===== src/core/osdps_pkg.sv =====
/*
 * osdps_pkg: constants shared by the output pin select block.
 * assumes: single 25 MHz clock domain, synchronous active-high reset.
 */
package osdps_pkg;

    // pin mode encoding held in the configuration bit
    typedef enum logic [0:0] {
        OSDPS_MODE_AUX = 1'h0,   // rgb + two auxiliary character channels
        OSDPS_MODE_RGB = 1'h1    // rgb + per-colour blanking
    } osdps_mode_t;

    localparam osdps_mode_t OSDPS_MODE_RESET = OSDPS_MODE_AUX;

    // output bus bit positions
    localparam int unsigned OSDPS_PIN_AUX_BLANK_A = 0;
    localparam int unsigned OSDPS_PIN_AUX_CHAR_A  = 1;
    localparam int unsigned OSDPS_PIN_SHARED_BLK  = 2;
    localparam int unsigned OSDPS_PIN_SHARED_CHR  = 3;
    localparam int unsigned OSDPS_PIN_RGB_BLANK   = 4;
    localparam int unsigned OSDPS_PIN_RED_CHAR    = 5;
    localparam int unsigned OSDPS_PIN_GREEN_CHAR  = 6;
    localparam int unsigned OSDPS_PIN_BLUE_CHAR   = 7;
    localparam int unsigned OSDPS_PIN_COUNT       = 8;

    // sync inputs are negative going: active level
    localparam logic OSDPS_SYNC_ACTIVE = 1'h0;

endpackage


===== src/core/osdps_sync_pol.sv =====
/*
 * osdps_sync_pol: turns negative-going sync inputs into active-high
 * pulses and registers them.
 * assumes: sync inputs already synchronous to clk_i.
 */
`timescale 1ns/1ps
`default_nettype none

module osdps_sync_pol (
    // clock and reset
    input  wire logic clk_i,
    input  wire logic sys_rst_i,
    // sync in, negative polarity
    input  wire logic sync_n_i,
    // sync out, active high
    output logic      sync_o
);

    always_ff @(posedge clk_i) begin
        if (sys_rst_i) begin
            sync_o <= 1'h0;
        end else begin
            sync_o <= (sync_n_i == osdps_pkg::OSDPS_SYNC_ACTIVE);
        end
    end

endmodule

`default_nettype wire


===== src/core/osdps_top.sv =====
/*
 * osdps_top: output pin assignment of the on-screen display.
 * maps internal character and blanking signals onto eight pins in
 * one of two pin modes and registers every pin.
 * a mode write shows on mode_rgb_o one edge later and on the pins
 * two edges later; the colour pins never depend on the mode, so a
 * switch leaves them untouched.
 * assumes: all inputs synchronous to clk_i; the command decoder
 * delivers a one-cycle mode write strobe.
 */
// What this block does
// - default mode: aux_blank_a is active-high blanking
// - rgb mode: aux_blank_a ORs three colour blanks
// - aux_char_a high-active; rgb mode ORs colours
// - default mode: shared pin is aux_blank_b
// - rgb mode: shared pin becomes red_blank
// - shared pin: aux_char_b or green_blank
// - default mode: rgb_blank covers all colours
// - rgb mode: rgb_blank pin becomes blue_blank
// - test pin low keeps test mode off
// - reset selects two-channel auxiliary mode
`timescale 1ns/1ps
`default_nettype none

module osdps_top (
    // clock and reset
    input  wire logic clk_i,
    input  wire logic sys_rst_i,
    // mode command from the command decoder
    input  wire logic mode_wr_i,
    input  wire logic mode_rgb_i,
    // test strap
    input  wire logic test_i,
    // sync inputs, negative polarity
    input  wire logic vsync_n_i,
    input  wire logic hsync_n_i,
    // internal character sources
    input  wire logic red_char_i,
    input  wire logic green_char_i,
    input  wire logic blue_char_i,
    input  wire logic aux_char_a_i,
    input  wire logic aux_char_b_i,
    // internal blanking sources
    input  wire logic rgb_blank_i,
    input  wire logic aux_blank_a_i,
    input  wire logic aux_blank_b_i,
    input  wire logic red_blank_i,
    input  wire logic green_blank_i,
    input  wire logic blue_blank_i,
    // output pins
    output logic      aux_blank_a_o,
    output logic      aux_char_a_o,
    output logic      shared_blank_o,
    output logic      shared_char_o,
    output logic      rgb_blank_o,
    output logic      red_char_o,
    output logic      green_char_o,
    output logic      blue_char_o,
    // status
    output logic      mode_rgb_o,
    output logic      test_mode_o,
    output logic      vsync_o,
    output logic      hsync_o
);

    ////////////////////////////////////////////////////////////////////////

    osdps_pkg::osdps_mode_t                mode_q;
    logic                                  mode_rgb_q;
    logic                                  any_blank;
    logic                                  any_char;
    logic [osdps_pkg::OSDPS_PIN_COUNT-1:0] pins_d;
    logic [osdps_pkg::OSDPS_PIN_COUNT-1:0] pins_q;

    // three-way merge, shared by the blank and the character pin in rgb mode
    function automatic logic osdps_or3(
        input logic a_i,
        input logic b_i,
        input logic c_i
    );
        return a_i | b_i | c_i;
    endfunction

    ////////////////////////////////////////////////////////////////////////

    // mode bit, reset to the auxiliary mapping
    always_ff @(posedge clk_i) begin
        if (sys_rst_i) begin
            mode_q <= osdps_pkg::OSDPS_MODE_RESET;
        end else if (mode_wr_i) begin
            mode_q <= mode_rgb_i ? osdps_pkg::OSDPS_MODE_RGB : osdps_pkg::OSDPS_MODE_AUX;
        end
    end

    // status copy of the mode bit in a flop of its own, so the status pin
    // has no gate between flop and pad
    always_ff @(posedge clk_i) begin
        if (sys_rst_i) begin
            mode_rgb_q <= (osdps_pkg::OSDPS_MODE_RESET == osdps_pkg::OSDPS_MODE_RGB);
        end else if (mode_wr_i) begin
            mode_rgb_q <= mode_rgb_i;
        end
    end

    ////////////////////////////////////////////////////////////////////////

    // merged colour signals; the or sits before the pin register so the
    // pins cannot glitch while the three sources settle
    always_comb begin
        any_blank = osdps_or3(
            red_blank_i,
            green_blank_i,
            blue_blank_i
        );
        any_char = osdps_or3(
            red_char_i,
            green_char_i,
            blue_char_i
        );
    end

    ////////////////////////////////////////////////////////////////////////

    // pin mapping; colour pins are the same in both modes
    always_comb begin
        pins_d = '0;
        pins_d[osdps_pkg::OSDPS_PIN_RED_CHAR]   = red_char_i;
        pins_d[osdps_pkg::OSDPS_PIN_GREEN_CHAR] = green_char_i;
        pins_d[osdps_pkg::OSDPS_PIN_BLUE_CHAR]  = blue_char_i;
        case (mode_q)
            osdps_pkg::OSDPS_MODE_AUX: begin
                pins_d[osdps_pkg::OSDPS_PIN_AUX_BLANK_A] = aux_blank_a_i;
                pins_d[osdps_pkg::OSDPS_PIN_AUX_CHAR_A]  = aux_char_a_i;
                pins_d[osdps_pkg::OSDPS_PIN_SHARED_BLK]  = aux_blank_b_i;
                pins_d[osdps_pkg::OSDPS_PIN_SHARED_CHR]  = aux_char_b_i;
                pins_d[osdps_pkg::OSDPS_PIN_RGB_BLANK]   = rgb_blank_i;
            end
            osdps_pkg::OSDPS_MODE_RGB: begin
                pins_d[osdps_pkg::OSDPS_PIN_AUX_BLANK_A] = any_blank;
                pins_d[osdps_pkg::OSDPS_PIN_AUX_CHAR_A]  = any_char;
                pins_d[osdps_pkg::OSDPS_PIN_SHARED_BLK]  = red_blank_i;
                pins_d[osdps_pkg::OSDPS_PIN_SHARED_CHR]  = green_blank_i;
                pins_d[osdps_pkg::OSDPS_PIN_RGB_BLANK]   = blue_blank_i;
            end
            default: begin
                pins_d = '0;
            end
        endcase
    end

    // registering every pin keeps the mux switch from glitching the pads
    always_ff @(posedge clk_i) begin
        if (sys_rst_i) begin
            pins_q <= '0;
        end else begin
            pins_q <= pins_d;
        end
    end

    always_comb begin
        aux_blank_a_o  = pins_q[osdps_pkg::OSDPS_PIN_AUX_BLANK_A];
        aux_char_a_o   = pins_q[osdps_pkg::OSDPS_PIN_AUX_CHAR_A];
        shared_blank_o = pins_q[osdps_pkg::OSDPS_PIN_SHARED_BLK];
        shared_char_o  = pins_q[osdps_pkg::OSDPS_PIN_SHARED_CHR];
        rgb_blank_o    = pins_q[osdps_pkg::OSDPS_PIN_RGB_BLANK];
        red_char_o     = pins_q[osdps_pkg::OSDPS_PIN_RED_CHAR];
        green_char_o   = pins_q[osdps_pkg::OSDPS_PIN_GREEN_CHAR];
        blue_char_o    = pins_q[osdps_pkg::OSDPS_PIN_BLUE_CHAR];
        mode_rgb_o     = mode_rgb_q;
    end

    ////////////////////////////////////////////////////////////////////////

    // test mode only while the strap is high; low means normal use
    always_ff @(posedge clk_i) begin
        if (sys_rst_i) begin
            test_mode_o <= 1'h0;
        end else begin
            test_mode_o <= test_i;
        end
    end

    // sync polarity: inputs are expected active low
    osdps_sync_pol u_vsync (
        .clk_i     (clk_i),
        .sys_rst_i (sys_rst_i),
        .sync_n_i  (vsync_n_i),
        .sync_o    (vsync_o)
    );

    osdps_sync_pol u_hsync (
        .clk_i     (clk_i),
        .sys_rst_i (sys_rst_i),
        .sync_n_i  (hsync_n_i),
        .sync_o    (hsync_o)
    );

endmodule

`default_nettype wire


===== config.mk =====
export PLATFORM = sky130hd
export DESIGN_NAME = osdps_top
export DESIGN_NICKNAME = d
export VERILOG_FILES = /design/src/core/osdps_pkg.sv /design/src/core/osdps_sync_pol.sv /design/src/core/osdps_top.sv
export SDC_FILE = /design/constraint.sdc
export NUM_CORES = 1
export LEC_CHECK = 0
export BUFFER_PORTS_ARGS = -buffer_cell sky130_fd_sc_hd__buf_4
export CAP_MARGIN = 40
export CORE_AREA = 2 2 39 41
export DETAILED_ROUTE_END_ITERATION = 8
export DIE_AREA = 0 0 41 43
export PLACE_DENSITY = 0.58
export SLEW_MARGIN = 25
export SYNTH_ARGS = -nofsm -noshare
export SYNTH_HDL_FRONTEND = slang
export SYNTH_SLANG_ARGS = --single-unit

===== constraint.sdc =====
create_clock -name clk_i -period 1.7 [get_ports clk_i]
set_input_delay 0 -clock clk_i [delete_from_list [all_inputs] [get_ports clk_i]]
set_output_delay 0 -clock clk_i [all_outputs]
set_load 0.005 [all_outputs]

==> results of run 1 <==
==> worst paths after layout <==
check                from   endpoint  slack, ps  depth (start not counted)
min          aux_char_a_i  pins_q[1]          4                          3
max reg2reg        mode_q  pins_q[4]        190                          3
min reg2reg        mode_q  pins_q[1]        660                          2
max                mode_q  pins_q[4]        190                          3
==> worst max-delay path, stage by stage, from the launching register on <==
cell           delay, ps
dfxtp_1              550
mux2i_1              230
dlygate4sd3_1        570
nor2_1                40
==> layer usage <==
layer / track usage [%] / vias to the layer above / share of wire (%)
met5: 0 / - / 0
met4: 8.00 / 0 / 0
met3: 5.24 / 0 / 10
met2: 23.1 / 21 / 52
met1: 12.4 / 177 / 38
li1: - / 209 / -
==> where the power goes <==
| part | leakage (nW) | switching, mW | internal (mW) |
|---|---|---|---|
| Clock | 0.0138 | 0.0816 | 0.0816 |
| Combinational | 0.270 | 0.0337 | 0.0870 |
| Sequential | 0.100 | 0.00804 | 0.298 |
| Total | 0.384 | 0.123 | 0.467 |
==> kinds of logic after synthesis <==
family	share of synthesized area (%)
buf+inv	4.26
mux	10.5
compound gates	3.93
simple gates	18.4
flops	63.0
==> sequential cells by signal, summed over array words and instances (netlist names) <==
signal,flops
test_mode_o,1
pins_q,8
mode_q,1
u_hsync.sync_o,1
u_vsync.sync_o,1
==> cells in the final DEF, fill, tap and decap left out <==
master and n:
nor2_2 2, mux2i_1 4, nor2_1 6, nor2b_1 4
buf_4 29, dfxtp_1 12, a211oi_1 2, clkbuf_4 3
nor3_1 2, dlygate4sd3_1 19
==> layout make-up <==
cell class	instances	area share, %
flip-flops and latches	12	29.4
well taps	16	2.45
multi-input cells	20	15.3
repair buffers	48	50.0
clock buffers	3	2.76
==> through the flow <==
| step | area, sq um | setup WS (ps) | instances |
|---|---|---|---|
| 2_1_floorplan | 382 | 897 | 34 |
| 3_3_place_gp | 603 | 787 | 77 |
| 3_5_place_dp | 603 | 762 | 77 |
| 4_1_cts | 806 | 224 | 98 |
| 5_1_grt | 816 | 133 | 99 |
| 6_report | 816 | 192 | 99 |
==> metrics, run 1 <==
layout cells sized above 1 41.0%; status finished clean; cell taking the most area after synthesis dfxtp_1; largest net degree at the start of global routing 13; Unique masters post-synth 9; WL per Instance 10.3 um; Diodes inserted 0; Synth Area per Inst 11.2 sq um; DRT Wirelength 1020 um; Hold WS 3.70 ps; RSZ-0062 raised after global routing no; count leader, synth dfxtp_1; setup tns final 0 ps; Remaining DRCs 0; Port Buf Inserts 29; DR vias 407; drt first pass iters 2; Setup Skew 4.59 ps; warnings from Yosys 0; clock latency at the later pin of the worst-skew pair 260 ps; maximum fanout along the worst path 9; Final period util 88.7%; Post-CTS Repair Setup Buffers 0; CTS Buffer Depth 2; cell leakage power 0.384 nW; Placeable Area 1380 sq um; first-pass GRT wire length 1570 um; CTS Buf Count 3; Area contributors post-synth dfxtp_1, mux2i_1, nor2b_1, nor2_1, a211oi_1; grt ovf 0; fmax 663 MHz; Slew Viols, Final 0; initial drt markers 1; Hold Path Class in -> reg; hold buffers post-CTS 18; crit path launch type flop; post-route antenna net violation count 0; Root Buffer clkbuf_4; register area share after synthesis 63.0%; Sequential Area 240 sq um; final design utilization 59.0%; nets@finish 103; Pwr Density 723 nW/um^2; routability cong. 0.637; Peak VDD IR 0.000382 V; fin crit period 1510 ps; post-CTS sizing 0; initial core utilization 27.6%; vias in the first global route 427; WS Path Type reg -> reg; footprint of the multi-input gates 125 sq um; Slew Limit Headroom 74.4%; Worst-Margin Slew 383 ps; top cells by count, synth dfxtp_1, nor2_1, mux2i_1, nor2b_1; # rows 14; CTS tree built; final hold violations 0; Die X 41 um; endpoint type of the worst setup path flop; total power 590 uW; clock transition at the registers of the reported paths 70 ps; Main synth FF type dfxtp_1; CTS HTree Levels 1; syn nets 52; critical path required time 1850 ps; async set-reset flop share out of synthesis 0%; Post-synth EDFFs 0; Sinks on Clock Net 12; gr usage total 13.5%; Mapped Area 382 sq um; Area growth syn-to-layout 114%; initial antenna violation count 0; Die H 43 um; Die Area 1760 sq um; # setup viols final 0; Synth Instances 34; Synth Register Bits 12; vias per cell 4.11; I/O pin count 30; Max-cap violations 0; # fillers 130; Yosys top cell area share 63.0%; CP arrival 1660 ps
No activity file was read; power rests on OpenSTA's default activity.
==> run 2: changes to the inputs <==
--- a/config.mk
+++ b/config.mk
@@ -5,11 +5,13 @@
 export SDC_FILE = /design/constraint.sdc
 export NUM_CORES = 1
 export LEC_CHECK = 0
+export ABC_AREA = 0
 export BUFFER_PORTS_ARGS = -buffer_cell sky130_fd_sc_hd__buf_4
 export CAP_MARGIN = 40
 export CORE_AREA = 2 2 39 41
 export DETAILED_ROUTE_END_ITERATION = 8
 export DIE_AREA = 0 0 41 43
+export HOLD_SLACK_MARGIN = 0.08
 export PLACE_DENSITY = 0.58
 export SLEW_MARGIN = 25
 export SYNTH_ARGS = -nofsm -noshare
==> metrics, run 2 (synthesis gave the netlist of run 1 again) <==
Largest register FFs 8; Max-cap violations 0; I/O pin count 30; fmax 672 MHz; most frequent cells in the layout buf_4, dlygate4sd3_1, dfxtp_1; CTS Buf Count 3; Peak VDD IR 0.000407 V; most common cell after layout, fill and taps aside buf_4; Setup Skew 0.663 ps; Placeable Area 1380 sq um; top layer in use met3; maximum fanout along the worst path 9; status finished clean; Top delay family on crit path buffers and inverters; CTS HTree Levels 1; Hold Path Class in -> reg; clock latency at the later pin of the worst-skew pair 260 ps; gr usage total 14.5%; drt first pass iters 2; Placed Area 603 sq um; Remaining DRCs 0; routed wl met3 104 um; cell leakage power 0.406 nW; Slew Viols, Final 0; Sinks on Clock Net 12; M1 wire length 401 um; Post-CTS Repair Setup Buffers 0; grt ovf 0; slowest stage cell, crit path dlygate4sd3_1; final hold violations 0; CP arrival 1640 ps; fin crit period 1490 ps; # fillers 124; Die Area 1760 sq um; Die X 41 um; Port Buf Inserts 29; Die H 43 um; # setup viols final 0; DR vias 421; met2 WL post-DR 579 um; first-pass GRT wire length 1680 um; CTS tree built; Largest Register pins_q; largest net degree at the start of global routing 13; Pwr Density 695 nW/um^2; Area growth syn-to-layout 124%; Final Cell Area 856 sq um; CP peak stage delay 570 ps; # rows 14; critical path required time 1850 ps; DRT Wirelength 1090 um; Final period util 87.6%; Root Buffer clkbuf_4; setup tns final 0 ps; vias per cell 4.09; crit path launch type flop; initial core utilization 27.6%; nets@finish 107; initial drt markers 1; Slew Limit Headroom 75.2%; final design utilization 61.8%; vias in the first global route 457; Diodes inserted 0; cells along the critical path mux2i_1 -> dlygate4sd3_1 -> nor2_1; WS Path Type reg -> reg; routability cong. 0.637; Buf/Inv on CP 1; Worst-Margin Slew 371 ps; initial antenna violation count 0; endpoint type of the worst setup path flop; WL per Instance 10.5 um; post-route antenna net violation count 0; RSZ-0062 raised after global routing no; clock transition at the registers of the reported paths 70 ps; layout cells sized above 1 39.1%; CTS Buffer Depth 2
==> run 2: cell count changes in the layout (fill, tap and decap cells not counted), sizes merged <==
cell | before | now
dlygate4sd3 | 19 | 23
==> run 2: final timing paths <==
check,from,end,slack [ps],cells past startpoint
max,mode_q,pins_q[4],210,3
min,blue_blank_i,pins_q[0],120,3
min reg2reg,mode_q,pins_q[0],650,2
max reg2reg,mode_q,pins_q[4],210,3
==> run 2: layout make-up <==
type,instances,area (sq um),share of cell area [%]
repair buffers,52,448,52.3
well taps,16,20.0,2.34
multi-input cells,20,125,14.6
clock buffers,3,22.5,2.63
flip-flops and latches,12,240,28.1
==> run 2: worst min-delay path, stage by stage <==
cell,delay (ps)
buf_4,90
nor3_1,40
a211oi_1,200
==> run 2: repair_timing <==
action                    4_1_cts  5_1_grt
hold endpoints to repair       12        0
hold buffers                   23        0
gates resized for setup         0        0
==> run 2: routing by layer <==
metal,vias to the layer above,GRT usage (%)
met2,21,25.9
met4,0,8.00
met3,0,5.24
met5,-,0
li1,217,-
met1,183,12.7
==> run 2: power breakdown <==
| group | leakage [nW] | switching [mW] | total [mW] | internal, mW |
|---|---|---|---|---|
| clock network | 0.0138 | 0.0787 | 0.160 | 0.0816 |
| registers | 0.100 | 0.00792 | 0.306 | 0.298 |
| logic | 0.292 | 0.0353 | 0.129 | 0.0935 |
| total | 0.406 | 0.122 | 0.595 | 0.473 |
==> run 2: per-stage QoR <==
stage / setup WS [ps] / hold slack (ps) / cells / total power [mW]
floorplan: 897 / 71.6 / 34 / 0.338
global placement: 787 / 157 / 77 / 0.394
detailed placement: 762 / 162 / 77 / 0.395
CTS: 224 / 121 / 103 / 0.602
global route: 108 / 151 / 103 / 0.634
finish: 211 / 123 / 103 / 0.595
